<file path="src/usfd_pkg.sv">
// usfd_pkg: constants and carrier types for the fifo-backed serial transceiver
// assumes a single 50 MHz system clock shared by all users of the package
package usfd_pkg;
    localparam int CLK_HZ = 50000000;
    localparam int MAX_BAUD_BPS = 3000000;
    localparam int OVERSAMPLE = 16;
    // smallest divider that keeps the line rate at or below the top line rate with 16x sampling
    localparam int MIN_DIV = (CLK_HZ + MAX_BAUD_BPS * OVERSAMPLE - 1) / (MAX_BAUD_BPS * OVERSAMPLE);
    localparam int DIV_W = 16;
    localparam int FIFO_DEPTH = 16;
    localparam int PTR_W = 4;
    localparam int CNT_W = 5;
    localparam int DATA_W = 8;
    localparam logic [3:0] OS_MID = 4'h7;
    localparam logic [3:0] OS_LAST = 4'hF;

    // parity mode codes
    localparam logic [1:0] PAR_NONE = 2'h0;
    localparam logic [1:0] PAR_ODD = 2'h1;
    localparam logic [1:0] PAR_EVEN = 2'h2;
    localparam logic [1:0] PAR_STICK = 2'h3;

    // word length codes: data bits = 5 + code
    localparam logic [1:0] WLEN_5 = 2'h0;
    localparam logic [1:0] WLEN_8 = 2'h3;

    // threshold codes
    localparam logic [2:0] LVL_1_8 = 3'h0;
    localparam logic [2:0] LVL_1_4 = 3'h1;
    localparam logic [2:0] LVL_1_2 = 3'h2;
    localparam logic [2:0] LVL_3_4 = 3'h3;
    localparam logic [2:0] LVL_7_8 = 3'h4;

    typedef struct packed {
        logic [15:0] divisor;
        logic [1:0] word_len;
        logic [1:0] parity;
        logic stick_value;
        logic two_stop;
        logic send_break;
        logic fifo_en;
        logic flow_en;
        logic [2:0] tx_level;
        logic [2:0] rx_level;
    } usfd_cfg_t;

    typedef struct packed {
        logic parity_err;
        logic frame_err;
        logic break_err;
        logic overrun_err;
    } usfd_err_t;

    typedef struct packed {
        logic tx_single;
        logic tx_burst;
        logic rx_single;
        logic rx_burst;
    } usfd_dma_t;

    // threshold in entries for a level code, scaled to the active depth
    function automatic logic [4:0] usfd_level(input logic [2:0] code, input logic fifo_en);
        logic [4:0] lvl;
        lvl = 5'h02;
        case (code)
            LVL_1_8: lvl = 5'h02;
            LVL_1_4: lvl = 5'h04;
            LVL_1_2: lvl = 5'h08;
            LVL_3_4: lvl = 5'h0C;
            LVL_7_8: lvl = 5'h0E;
            default: lvl = 5'h08;
        endcase
        // one-entry mode: every level collapses to one entry
        return fifo_en ? lvl : 5'h01;
    endfunction : usfd_level
endpackage : usfd_pkg

</file>
<file path="src/usfd_fifo.sv">
// usfd_fifo: 16 x 8 flip-flop fifo with a programmable usable depth
// assumes nothing of the caller; a push when full or a pop when empty is ignored
module usfd_fifo (
    // clock and reset
    input wire logic clk_in,
    input wire logic rstn_in,
    // control
    input wire logic one_deep_in,
    input wire logic flush_in,
    // write side
    input wire logic push_in,
    input wire logic [7:0] wdata_in,
    // read side
    input wire logic pop_in,
    output logic [7:0] rdata_out,
    // status
    output logic [4:0] count_out,
    output logic full_out,
    output logic empty_out
);
    logic [7:0] mem [usfd_pkg::FIFO_DEPTH];
    logic [3:0] wptr;
    logic [3:0] rptr;
    logic [4:0] count;

    always_ff @(posedge clk_in) begin
        if (push_in && !full_out) begin
            mem[wptr] <= wdata_in;
        end
    end

    always_ff @(posedge clk_in) begin
        if (!rstn_in || flush_in) begin
            wptr <= 4'h0;
            rptr <= 4'h0;
            count <= 5'h00;
        end else begin
            if (push_in && !full_out) begin
                wptr <= wptr + 4'h1;
            end
            if (pop_in && !empty_out) begin
                rptr <= rptr + 4'h1;
            end
            count <= count + 5'((push_in && !full_out) ? 1 : 0) - 5'((pop_in && !empty_out) ? 1 : 0);
        end
    end

    assign rdata_out = mem[rptr];
    assign count_out = count;
    assign empty_out = (count == 5'h00);
    // usable depth is one entry in one-deep mode
    assign full_out = one_deep_in ? (count != 5'h00) : (count == 5'h10);
endmodule : usfd_fifo

</file>
<file path="src/usfd_uart.sv">
// usfd_uart: one serial transceiver channel with tx/rx fifos, baud divider,
// flow control, level and end-of-transmission events and dma requests
// assumes: cfg stable while the line is busy; dma/cpu pop and push as strobes
// Function
// - two instances each, own config and fifos
// - baud from system clock via divider
// - separate sixteen by eight tx, rx fifos
// - depth programmable, one-byte mode supported
// - thresholds one eighth to seven eighths
// - five to eight data bits per frame
// - even, odd, stick or no parity
// - one or two stop bits sent
// - send break, detect received break
// - pause on cts low, rts shows room
// - level and end-of-transmission events raised
// - separate tx and rx dma channels
// - rx single on data, burst at level
// - tx single on space, burst at level
module usfd_uart (
    // clock and reset
    input wire logic clk_in,
    input wire logic rstn_in,
    // configuration
    input wire usfd_pkg::usfd_cfg_t cfg_in,
    input wire logic flush_in,
    // transmit data
    input wire logic tx_push_in,
    input wire logic [7:0] tx_data_in,
    output logic tx_full_out,
    // receive data
    input wire logic rx_pop_in,
    output logic [7:0] rx_data_out,
    output logic rx_valid_out,
    output usfd_pkg::usfd_err_t rx_err_out,
    // serial pins
    output logic txd_out,
    input wire logic rxd_in,
    input wire logic cts_in,
    output logic rts_out,
    // events and dma
    output logic tx_level_evt_out,
    output logic rx_level_evt_out,
    output logic tx_done_evt_out,
    output usfd_pkg::usfd_dma_t dma_out
);
    // instancing this module twice gives the two channels
    typedef enum logic [4:0] {
        TX_IDLE = 5'b00001,
        TX_START = 5'b00010,
        TX_DATA = 5'b00100,
        TX_PAR = 5'b01000,
        TX_STOP = 5'b10000
    } usfd_txs_t;
    typedef enum logic [4:0] {
        RX_IDLE = 5'b00001,
        RX_START = 5'b00010,
        RX_DATA = 5'b00100,
        RX_PAR = 5'b01000,
        RX_STOP = 5'b10000
    } usfd_rxs_t;

    logic [15:0] div_cnt;
    logic [4:0] tx_cnt, rx_cnt, tx_lvl, rx_lvl;
    logic [7:0] tx_head, rx_word, tx_shift, rx_shift;
    logic [3:0] tx_os, rx_os;
    logic [2:0] nbits_m1, tx_bit, rx_bit;
    usfd_txs_t tx_state;
    usfd_rxs_t rx_state;
    logic tick, tx_empty, tx_pop, rx_full, rx_empty, rx_push;
    logic tx_par, tx_stop2, tx_line, rx_par, rx_line_d, all_zero;
    logic tx_above, rx_above, tx_busy_d;

    function automatic logic par_bit(input logic [1:0] mode, input logic stick, input logic xsum);
        return (mode == usfd_pkg::PAR_STICK) ? stick : ((mode == usfd_pkg::PAR_ODD) ? ~xsum : xsum);
    endfunction : par_bit

    assign nbits_m1 = 3'(cfg_in.word_len) + 3'h4;
    assign tx_lvl = usfd_pkg::usfd_level(cfg_in.tx_level, cfg_in.fifo_en);
    assign rx_lvl = usfd_pkg::usfd_level(cfg_in.rx_level, cfg_in.fifo_en);

    // divider at 16x line rate; a divisor below the minimum is clamped
    always_ff @(posedge clk_in) begin
        if (!rstn_in) begin
            div_cnt <= 16'h0000;
            tick <= 1'b0;
        end else if (div_cnt == 16'h0000) begin
            div_cnt <= (cfg_in.divisor < 16'(usfd_pkg::MIN_DIV)) ? 16'(usfd_pkg::MIN_DIV - 1)
                     : cfg_in.divisor - 16'h0001;
            tick <= 1'b1;
        end else begin
            div_cnt <= div_cnt - 16'h0001;
            tick <= 1'b0;
        end
    end

    usfd_fifo u_tx_fifo (
        .clk_in(clk_in),
        .rstn_in(rstn_in),
        .one_deep_in(!cfg_in.fifo_en),
        .flush_in(flush_in),
        .push_in(tx_push_in),
        .wdata_in(tx_data_in),
        .pop_in(tx_pop),
        .rdata_out(tx_head),
        .count_out(tx_cnt),
        .full_out(tx_full_out),
        .empty_out(tx_empty)
    );

    usfd_fifo u_rx_fifo (
        .clk_in(clk_in),
        .rstn_in(rstn_in),
        .one_deep_in(!cfg_in.fifo_en),
        .flush_in(flush_in),
        .push_in(rx_push),
        .wdata_in(rx_word),
        .pop_in(rx_pop_in),
        .rdata_out(rx_data_out),
        .count_out(rx_cnt),
        .full_out(rx_full),
        .empty_out(rx_empty)
    );

    // a new character starts only while cts is high, so a frame in flight completes
    assign tx_pop = tick && (tx_state == TX_IDLE) && !tx_empty && !cfg_in.send_break
                    && (!cfg_in.flow_en || cts_in);

    always_ff @(posedge clk_in) begin
        if (!rstn_in) begin
            tx_state <= TX_IDLE;
            tx_os <= 4'h0;
            tx_bit <= 3'h0;
            tx_shift <= 8'h00;
            tx_par <= 1'b0;
            tx_stop2 <= 1'b0;
            tx_line <= 1'b1;
        end else if (tick) begin
            tx_os <= tx_os + 4'h1;
            case (tx_state)
                TX_IDLE: begin
                    tx_os <= 4'h0;
                    tx_line <= 1'b1;
                    if (tx_pop) begin
                        tx_shift <= tx_head;
                        tx_par <= par_bit(cfg_in.parity, cfg_in.stick_value,
                            ^(tx_head & (8'hFF >> (3'h7 - nbits_m1))));
                        tx_line <= 1'b0;
                        tx_state <= TX_START;
                    end
                end
                TX_START: begin
                    if (tx_os == usfd_pkg::OS_LAST) begin
                        tx_line <= tx_shift[0];
                        tx_bit <= 3'h0;
                        tx_state <= TX_DATA;
                    end
                end
                TX_DATA: begin
                    if (tx_os == usfd_pkg::OS_LAST) begin
                        if (tx_bit == nbits_m1) begin
                            tx_stop2 <= 1'b0;
                            tx_line <= (cfg_in.parity == usfd_pkg::PAR_NONE) ? 1'b1 : tx_par;
                            tx_state <= (cfg_in.parity == usfd_pkg::PAR_NONE) ? TX_STOP : TX_PAR;
                        end else begin
                            tx_line <= tx_shift[tx_bit + 3'h1];
                            tx_bit <= tx_bit + 3'h1;
                        end
                    end
                end
                TX_PAR: begin
                    if (tx_os == usfd_pkg::OS_LAST) begin
                        tx_line <= 1'b1;
                        tx_state <= TX_STOP;
                    end
                end
                TX_STOP: begin
                    if (tx_os == usfd_pkg::OS_LAST) begin
                        if (cfg_in.two_stop && !tx_stop2) begin
                            tx_stop2 <= 1'b1;
                        end else begin
                            tx_state <= TX_IDLE;
                        end
                    end
                end
                default: tx_state <= TX_IDLE;
            endcase
        end
    end

    // break forces the line low once the current frame is out
    assign txd_out = tx_line && !(cfg_in.send_break && tx_state == TX_IDLE);
    assign rts_out = !rx_full;

    always_ff @(posedge clk_in) begin
        if (!rstn_in) begin
            rx_state <= RX_IDLE;
            rx_os <= 4'h0;
            rx_bit <= 3'h0;
            rx_shift <= 8'h00;
            rx_par <= 1'b0;
            all_zero <= 1'b0;
            rx_line_d <= 1'b1;
        end else if (tick) begin
            rx_line_d <= rxd_in;
            rx_os <= rx_os + 4'h1;
            case (rx_state)
                RX_IDLE: begin
                    rx_os <= 4'h0;
                    if (rx_line_d && !rxd_in) begin
                        rx_state <= RX_START;
                    end
                end
                RX_START: begin
                    if (rx_os == usfd_pkg::OS_MID) begin
                        // a glitch shorter than half a bit is rejected here
                        rx_state <= rxd_in ? RX_IDLE : RX_DATA;
                        rx_os <= 4'h0;
                        rx_bit <= 3'h0;
                        rx_shift <= 8'h00;
                        all_zero <= 1'b1;
                    end
                end
                RX_DATA: begin
                    if (rx_os == usfd_pkg::OS_LAST) begin
                        rx_shift[rx_bit] <= rxd_in;
                        all_zero <= all_zero && !rxd_in;
                        rx_bit <= rx_bit + 3'h1;
                        if (rx_bit == nbits_m1) begin
                            rx_state <= (cfg_in.parity == usfd_pkg::PAR_NONE) ? RX_STOP : RX_PAR;
                        end
                    end
                end
                RX_PAR: begin
                    if (rx_os == usfd_pkg::OS_LAST) begin
                        rx_par <= rxd_in;
                        all_zero <= all_zero && !rxd_in;
                        rx_state <= RX_STOP;
                    end
                end
                RX_STOP: begin
                    if (rx_os == usfd_pkg::OS_LAST) begin
                        all_zero <= all_zero && !rxd_in;
                        rx_state <= RX_IDLE;
                    end
                end
                default: rx_state <= RX_IDLE;
            endcase
        end
    end

    assign rx_word = rx_shift;
    assign rx_push = tick && (rx_state == RX_STOP) && (rx_os == usfd_pkg::OS_LAST);

    // error flags track the most recent character; overrun is sticky until flush
    always_ff @(posedge clk_in) begin
        if (!rstn_in) begin
            rx_err_out <= '0;
        end else begin
            if (rx_push) begin
                rx_err_out.frame_err <= !rxd_in;
                rx_err_out.break_err <= all_zero && !rxd_in;
                rx_err_out.parity_err <= (cfg_in.parity != usfd_pkg::PAR_NONE)
                    && (rx_par != par_bit(cfg_in.parity, cfg_in.stick_value, ^rx_shift));
            end
            if (rx_push && rx_full) begin
                rx_err_out.overrun_err <= 1'b1;
            end else if (flush_in) begin
                rx_err_out.overrun_err <= 1'b0;
            end
        end
    end

    assign rx_valid_out = !rx_empty;

    // tx level: at or below threshold; rx level: at or above threshold
    assign tx_above = (tx_cnt > tx_lvl);
    assign rx_above = (rx_cnt >= rx_lvl);

    always_ff @(posedge clk_in) begin
        if (!rstn_in) begin
            dma_out <= '0;
            tx_level_evt_out <= 1'b0;
            rx_level_evt_out <= 1'b0;
            tx_done_evt_out <= 1'b0;
            tx_busy_d <= 1'b0;
        end else begin
            dma_out.tx_single <= !tx_full_out && !(tx_push_in);
            dma_out.tx_burst <= !tx_above && !tx_push_in;
            dma_out.rx_single <= !rx_empty && !rx_pop_in;
            dma_out.rx_burst <= rx_above && !rx_pop_in;
            tx_level_evt_out <= tx_above && (tx_cnt - 5'h01 == tx_lvl) && tx_pop;
            rx_level_evt_out <= rx_push && (rx_cnt + 5'h01 == rx_lvl);
            tx_busy_d <= (tx_state != TX_IDLE) || !tx_empty;
            tx_done_evt_out <= tx_busy_d && (tx_state == TX_IDLE) && tx_empty;
        end
    end

    a_cts_pause: assert property (@(posedge clk_in) disable iff (!rstn_in)
        (cfg_in.flow_en && !cts_in && tx_state == TX_IDLE) |=> (tx_state == TX_IDLE))
        else $error("character started while cts low");
    a_rts_room: assert property (@(posedge clk_in) disable iff (!rstn_in)
        rts_out == (rx_cnt < (cfg_in.fifo_en ? 5'(usfd_pkg::FIFO_DEPTH) : 5'h01)))
        else $error("rts does not track receive room");
    a_idle_high: assert property (@(posedge clk_in) disable iff (!rstn_in)
        (tx_state == TX_IDLE && !cfg_in.send_break && !$past(tx_pop)) |-> txd_out)
        else $error("idle line not high");
    a_start_low: assert property (@(posedge clk_in) disable iff (!rstn_in)
        tx_pop |=> (tx_state == TX_START && !txd_out))
        else $error("start bit not low");
    a_break_low: assert property (@(posedge clk_in) disable iff (!rstn_in)
        (cfg_in.send_break && tx_state == TX_IDLE) |-> (!txd_out && !tx_pop))
        else $error("break not driven");
    a_rx_single: assert property (@(posedge clk_in) disable iff (!rstn_in)
        (rx_cnt != 5'h00 && !rx_pop_in) |=> dma_out.rx_single)
        else $error("rx single request missing");
    a_tx_single: assert property (@(posedge clk_in) disable iff (!rstn_in)
        $rose(tx_full_out) |=> !dma_out.tx_single)
        else $error("tx single request while full");
    a_one_deep: assert property (@(posedge clk_in) disable iff (!rstn_in)
        (!cfg_in.fifo_en && tx_cnt != 5'h00) |-> tx_full_out)
        else $error("one-deep mode accepts second byte");
    a_div_tick: assert property (@(posedge clk_in) disable iff (!rstn_in)
        tick |=> !tick)
        else $error("divider ticks back to back");
    a_rx_burst: assert property (@(posedge clk_in) disable iff (!rstn_in)
        (rx_cnt >= rx_lvl && !rx_pop_in) |=> dma_out.rx_burst)
        else $error("rx burst request missing");
    c_tx_frame: cover property (@(posedge clk_in) disable iff (!rstn_in) tx_done_evt_out);
    c_rx_char: cover property (@(posedge clk_in) disable iff (!rstn_in) rx_push);
    c_rx_burst: cover property (@(posedge clk_in) disable iff (!rstn_in) dma_out.rx_burst);
    c_overrun: cover property (@(posedge clk_in) disable iff (!rstn_in) rx_err_out.overrun_err);
endmodule : usfd_uart

</file>
<file path="config.mk">
export PLATFORM = sky130hd
export DESIGN_NAME = usfd_uart
export DESIGN_NICKNAME = d
export VERILOG_FILES = /design/src/usfd_pkg.sv /design/src/usfd_fifo.sv /design/src/usfd_uart.sv
export SDC_FILE = /design/constraint.sdc
export NUM_CORES = 1
export LEC_CHECK = 0
export ABC_AREA = 1
export BUFFER_PORTS_ARGS = -buffer_cell sky130_fd_sc_hd__buf_2
export CAP_MARGIN = 10
export CORE_UTILIZATION = 50
export CTS_CLUSTER_DIAMETER = 200
export DETAILED_ROUTE_END_ITERATION = 6
export GPL_TIMING_DRIVEN = 0
export PLACE_DENSITY_LB_ADDON = 0.25
export RECOVER_POWER = 25
export SLEW_MARGIN = 10
export SYNTH_ARGS = -nofsm -noshare
export SYNTH_HDL_FRONTEND = slang
export SYNTH_SLANG_ARGS = --single-unit
</file>
<file path="constraint.sdc">
create_clock -name clk_in -period 3.1 [get_ports clk_in]
set_clock_uncertainty 0.15 [all_clocks]
set_input_delay 0.31 -clock clk_in [delete_from_list [all_inputs] [get_ports clk_in]]
set_output_delay 0.31 -clock clk_in [all_outputs]
set_load 0.02 [all_outputs]
</file>
==> results of run 1 <==
[cells in the mapped netlist (4+ instances only)]
| cell | n | area [sq um] |
|---|---|---|
| nand2_1 | 321 | 1200 |
| edfxtp_1 | 256 | 7690 |
| inv_1 | 237 | 890 |
| nor2_1 | 152 | 571 |
| nand3_1 | 128 | 641 |
| a21oi_1 | 120 | 601 |
| dfxtp_1 | 109 | 2180 |
| o21ai_0 | 108 | 541 |
| ha_1 | 45 | 563 |
| o211ai_1 | 41 | 308 |
| clkbuf_1 | 32 | 120 |
| mux2i_1 | 32 | 320 |
| xor2_1 | 31 | 272 |
| nor3_1 | 24 | 120 |
| nand4_1 | 18 | 113 |
| buf_2 | 17 | 85.1 |
| a211oi_1 | 11 | 82.6 |
| xnor2_1 | 11 | 96.3 |
| buf_1 | 7 | 26.3 |
| or2_2 | 7 | 43.8 |
| inv_2 | 6 | 22.5 |
| o21ai_1 | 5 | 25.0 |
| a31oi_1 | 4 | 25.0 |
| buf_6 | 4 | 45.0 |
[routing by layer]
layer | vias up | track usage (%) | routed length, microns
met4 | 0 | 8.85 | 1410
met5 | - | 0 | 0
li1 | 6202 | - | -
met3 | 96 | 3.72 | 2420
met1 | 6048 | 31.5 | 17400
met2 | 439 | 41.6 | 19900
[worst reg2reg max path, cell delays in order (launching register included)]
cell and delay, ns:
dfxtp_2 0.34, inv_1 0.15, ha_2 0.23, nand2_2 0.09
nor2_2 0.14, a21oi_1 0.09, nor2_2 0.34, nand2_1 0.21
nor2_1 0.81
[worst min-delay path by stage]
| stage | startpoint | endpoint | slack [ns] | cells after the start |
|---|---|---|---|---|
| after floorplan | rx_pop_in | dma_out[0]$_SDFF_PN0_ | 0.24 | 1 |
| after global placement | tx_stop2$_SDFFE_PN0P_ | tx_stop2$_SDFFE_PN0P_ | 0.30 | 2 |
| after detailed placement | rx_err_out[0]$_SDFFE_PN0P_ | rx_err_out[0]$_SDFFE_PN0P_ | 0.30 | 2 |
| after CTS | cfg_in[30] | div_cnt[15]$_SDFF_PN0_ | 0.0009 | 4 |
| after global routing | cfg_in[30] | div_cnt[15]$_SDFF_PN0_ | 0.03 | 4 |
| final | cfg_in[30] | div_cnt[15]$_SDFF_PN0_ | 0.02 | 4 |
[sequential cells by signal (all words and copies together), names as in the netlist, 5 cells and up, named ones only]
signal	flops
div_cnt	16
rx_shift	8
rx_state	5
tx_shift	8
tx_state	5
u_rx_fifo.count_out	5
u_rx_fifo.mem	128
u_tx_fifo.count_out	5
u_tx_fifo.mem	128
[power by group]
part           internal, W  switching [W]
Combinational     0.000695        0.00131
Sequential         0.00534       0.000115
Clock              0.00267        0.00186
Total              0.00870        0.00329
[final cells by class]
| type | instances | area (sq um) |
|---|---|---|
| Fill cell | 2778 | 13700 |
| Inverter | 245 | 925 |
| Clock buffer | 52 | 1070 |
| Tap cell | 442 | 553 |
| Buffer | 60 | 299 |
| Clock inverter | 18 | 171 |
| Timing Repair Buffer | 80 | 450 |
| Multi-Input combinational cell | 1094 | 5900 |
| Sequential cell | 365 | 9880 |
[cells by family (layout without fill, tap and decap cells)]
group,count (synthesis),after routing,synth area share [%]
flops,365,365,58.3
fa+ha+maj,47,47,3.57
mux,32,32,1.89
buf+inv,306,455,7.12
xor+xnor,42,42,2.17
compound gates,305,305,10.1
simple gates,668,668,16.8
[through the flow]
stage | setup slack (ns) | setup TNS, ns
CTS | 0.00961 | 0
floorplan | 0.352 | 0
finish | 0.179 | 0
global placement | -0.0877 | -2.28
global route | -0.0253 | -0.0324
detailed placement | -0.195 | -9.85
[timing repair]
item | CTS | global route
hold endpoints to repair | 12 | 0
hold buffers | 10 | 0
endpoints found under the setup margin | 193 | 195
gates resized for setup | 16 | 32
buffers inserted | 1 | 3
pin swaps | 1 | 2
==> impl_metrics.toml, run 1 <==
[run_status]
outcome = "finished clean"

[yosys]
ys_ff_latch = 365
syn_area_sq_um = 16900
synth-async-reset-ratio_pct = 0
yosysWarnings = 0
synth_edf_count = 256
synth_top_flop_cell = "edfxtp_1"
syn_avg_cell_area_sq_um = 9.58
ys_seq_area_share_pct = 58.3
ys_types = 52
syn_nets = 1858
syn_inst = 1765

[sta]
worst_pin_slew_ns = 1.02
fmax_mhz = 342
slew_viol_final = 0
setup_violations = 0
fin_hold_ws_ns = 0.0232
fin_crit_sh_pct = 94.2
hold_viol_final = 0
relSlewSlack_pct = 31.8
min_period_ns = 2.92

[route]
wl_microns = 41200
ant_nets = 0
firstDrtPassIters = 5
via_per_inst = 5.43
drt-wirelength-per-cell_microns = 17.5
drt_iter0_markers = 1085
num_vias = 12800
drcViolationCount = 0

[die]
core_area_sq_um = 32900
die_x_microns = 186
rows = 66
ios = 69
start_util_pct = 51.3
die_area_sq_um = 34600
dieHeight_microns = 186

[critical_path]
crit_path_top_delay_cell = "dfxtp_1"
endpoint = "rx_data_out[4]"
worstSetupEndpointType = "primary output"
crit_buf_inv = 3
start_kind = "flip-flop"
crit_cells = 8
r2r_slack_ns = 0.18
cp_cell_sequence = "buf_4, buf_2, a21oi_1, o21ai_0, o211ai_1, o211ai_1, nand2_1, buf_2"
rr_worst_depth = 8
crit_arrival_ns = 2.46
critPathKind = "flip-flop to primary output"
crit_required_ns = 2.64
slowest_delay_ns = 0.49
r2r-end = "u_tx_fifo.mem[2][0]$_DFFE_PP_"
crit_family = "buffers and inverters"
reg2reg_from = "u_tx_fifo.count_out[2]$_SDFF_PP0_"
crit_fanout = 10

[clock_network]
root_buffer = "clkbuf_16"
htreeDepth = 2
cts_tree = "built"
worstSkewPairLatency_ns = 0.54
cts.sinks = 365
cts.path.max_buffers = 3
numCtsBuffers = 40
clkTransAtPathRegs_ns = 0.06

[power_and_ir_drop]
vdd_drop_max_v = 0.000495
finalPower_w = 0.0120
p_leak_nw = 7.74
power.density_nw_per_um2 = 623

[global_routing]
overflow = 0
grt_pass1_wl_microns = 64600
first_global_vias = 12300
grt_usage_pct = 24.4
grt_antenna_before_repair = 0
grt_max_degree = 19

[final_layout]
antenna_cells = 0
layout_commonest_cell = "nand2_1"
final_core_util_pct = 58.4
drive_above_1_share_pct = 10.1
area_growth_pct = 13.8
stdcell_area_sq_um = 19200
mostFrequentLayoutCells = "nand2_1 (318), edfxtp_1 (256), inv_1 (235)"
layout.nets = 1979
fin_cells = 2356

[place]
port_buffers = 66
dpl.cell_count = 2273
dp_hpwl_microns = 28600
gp_congestion = 0.923
placed_cell_area_sq_um = 17800

[flow_run]
maxCapViolCount = 0

[worst_hold_path]
hold_path_class = "input port to flip-flop"
Note: power is estimated with default switching activity, not from simulation.
==> run 2: changes to the inputs <==
CTS_BUF_LIST = sky130_fd_sc_hd__clkbuf_8   (was unset)
==> run 2 against run 1 <==
Compared with the run above: non-clock buffer count up 28; clock power down 12%; critical path depth unchanged; sequential cell count unchanged.
==> impl_metrics.toml, run 2 (synthesis results as in run 1) <==
[route]
drt-wirelength-per-cell_microns = 17.2
via_per_inst = 5.37
drt_iter0_markers = 995
firstDrtPassIters = 7
ant_nets = 0
wl_microns = 41600
num_vias = 13000
drcViolationCount = 0

[final_layout]
layout_commonest_cell = "nand2_1"
multi_input_area_sq_um = 5900
stdcell_area_sq_um = 19400
mostFrequentLayoutCells = "nand2_1 (319), edfxtp_1 (256), inv_1 (254)"
largestRegisters = "u_rx_fifo.mem (128), u_tx_fifo.mem (128), div_cnt (16)"
fillers = 2771
drive_above_1_share_pct = 11.0
seqCellArea_sq_um = 9880
area_growth_pct = 14.9
layout.nets = 2026
antenna_cells = 0

[clock_network]
htreeDepth = 2
numCtsBuffers = 59
cts.sinks = 365
cts_tree = "built"
worstSkewPairLatency_ns = 0.64
clkTransAtPathRegs_ns = 0.06
root_buffer = "clkbuf_8"
cts.path.max_buffers = 3

[critical_path]
crit_path_top_delay_cell = "buf_1"
crit_arrival_ns = 2.49
reg2reg_from = "rx_os[1]$_SDFFE_PN0P_"
start_kind = "flip-flop"
cp_cell_sequence = "clkbuf_1, buf_1, a21oi_1, o21ai_0, o211ai_1, o211ai_1, nand2_1, buf_2"
crit_family = "buffers and inverters"
path_common_cell = "o211ai_1"
crit_buf_inv = 3
rr_worst_depth = 16
crit_required_ns = 2.64
r2r_slack_ns = 0.19
slowest_delay_ns = 0.46
worstSetupEndpointType = "primary output"
r2r-end = "u_rx_fifo.count_out[4]$_SDFF_PP0_"
critPathKind = "flip-flop to primary output"
crit_fanout = 10

[die]
dieHeight_microns = 186
die_x_microns = 186
rows = 66
ios = 69
die_area_sq_um = 34600
start_util_pct = 51.3
core_area_sq_um = 32900

[sta]
relSlewSlack_pct = 36.1
fmax_mhz = 339
worst_pin_slew_ns = 0.954
slew_viol_final = 0
finalSetupTns_ns = 0
fin_crit_sh_pct = 95.0
hold_viol_final = 0
setup_violations = 0
min_period_ns = 2.95

[global_routing]
grt_pass1_wl_microns = 65100
grt_max_degree = 19
grt_usage_pct = 24.6
first_global_vias = 12600
overflow = 0
grt_antenna_before_repair = 0

[power_and_ir_drop]
pwr-share-clk_pct = 34.7
comb_power_share_pct = 17.7
p_leak_nw = 7.93
p_seq_share_pct = 47.6
finalPower_w = 0.0115
switching_share_pct = 29.0
power.density_nw_per_um2 = 590
vdd_drop_max_v = 0.000357
p_int_w = 0.00815
switchingPower_w = 0.00332

[run_status]
outcome = "finished clean"

[place]
port_buffers = 66
dp_hpwl_microns = 28600
gp_congestion = 0.923
placed_cell_area_sq_um = 17800

[worst_hold_path]
hold_path_class = "input port to flip-flop"
worst_hold_path.endpoint = "div_cnt[14]$_SDFF_PN0_"
whs_path_depth = 5
hold_path.startpoint = "cfg_in[29]"

[flow_run]
maxCapViolCount = 0
run 2: repair_timing:
item / 4_1_cts / 5_1_grt
hold buffers: 38 / 0
cloned: 0 / 0
pin swaps: 1 / 2
gates resized for setup: 14 / 33
buffers inserted: 1 / 3
endpoints found under the hold margin: 164 / 0
setup endpoints to repair: 171 / 158
run 2: worst max-delay path by stage:
stage,end,slack [ns],depth (start not counted)
finish,rx_data_out[4],0.15,8
global placement,u_tx_fifo.mem[10][6]$_DFFE_PP_,-0.09,8
CTS,u_rx_fifo.count_out[4]$_SDFF_PP0_,0.002,16
floorplan,u_rx_fifo.count_out[4]$_SDFF_PP0_,0.35,16
global route,u_rx_fifo.count_out[4]$_SDFF_PP0_,-0.005,16
detailed placement,u_tx_fifo.count_out[4]$_SDFF_PP0_,-0.19,16
run 2: area by class of cell:
class                           instances  area share, %
Tap cell                              442           2.85
Clock inverter                         34          0.779
Multi-Input combinational cell       1094           30.4
Sequential cell                       365           50.9
Inverter                              245           4.75
Timing Repair Buffer                  108           3.76
Buffer                                 60           1.55
Clock buffer                           72           5.10
run 2: metal layers:
metal  track usage (%)  vias to the layer above  part of all wire, %
met5                 0                        -                    0
met4              10.3                        0                  3.4
met3              3.78                       99                  6.0
met2              41.6                      455                   48
met1              31.4                     6136                   42
li1                  -                     6303                    -
run 2: stage by stage:
step                      hold WS [ns]  util (%)  std cells  setup slack, ns
final                           0.0476      59.0       2420            0.154
after global routing            0.0262      59.0       2420         -0.00457
after CTS                      0.00453      58.7       2417          0.00174
after detailed placement         0.301      54.0       2273           -0.195
after global placement           0.296      54.0       2273          -0.0877
after floorplan                  0.239         -       1765            0.352
run 2: worst register-to-register path, cell delays in order (launching register included):
cell      delay [ns]
dfxtp_1         0.37
ha_1            0.19
nand2_1         0.10
nor2_2          0.13
inv_1           0.07
nor2_2          0.13
nand2_1         0.12
inv_2           0.15
nand2_2         0.13
inv_4           0.13
ha_1            0.19
inv_1           0.06
fa_1            0.42
nor3_2          0.19
a211oi_1        0.07
o21ai_0         0.14
a21oi_1         0.06
run 2: power groups by stage:
stage	Combinational [W]	Sequential [W]	Clock [W]
global route	0.00228	0.00548	0.00426
detailed placement	0.00194	0.00554	0
global placement	0.00190	0.00554	0
floorplan	0.00139	0.00553	0
finish	0.00203	0.00546	0.00398
CTS	0.00200	0.00545	0.00404
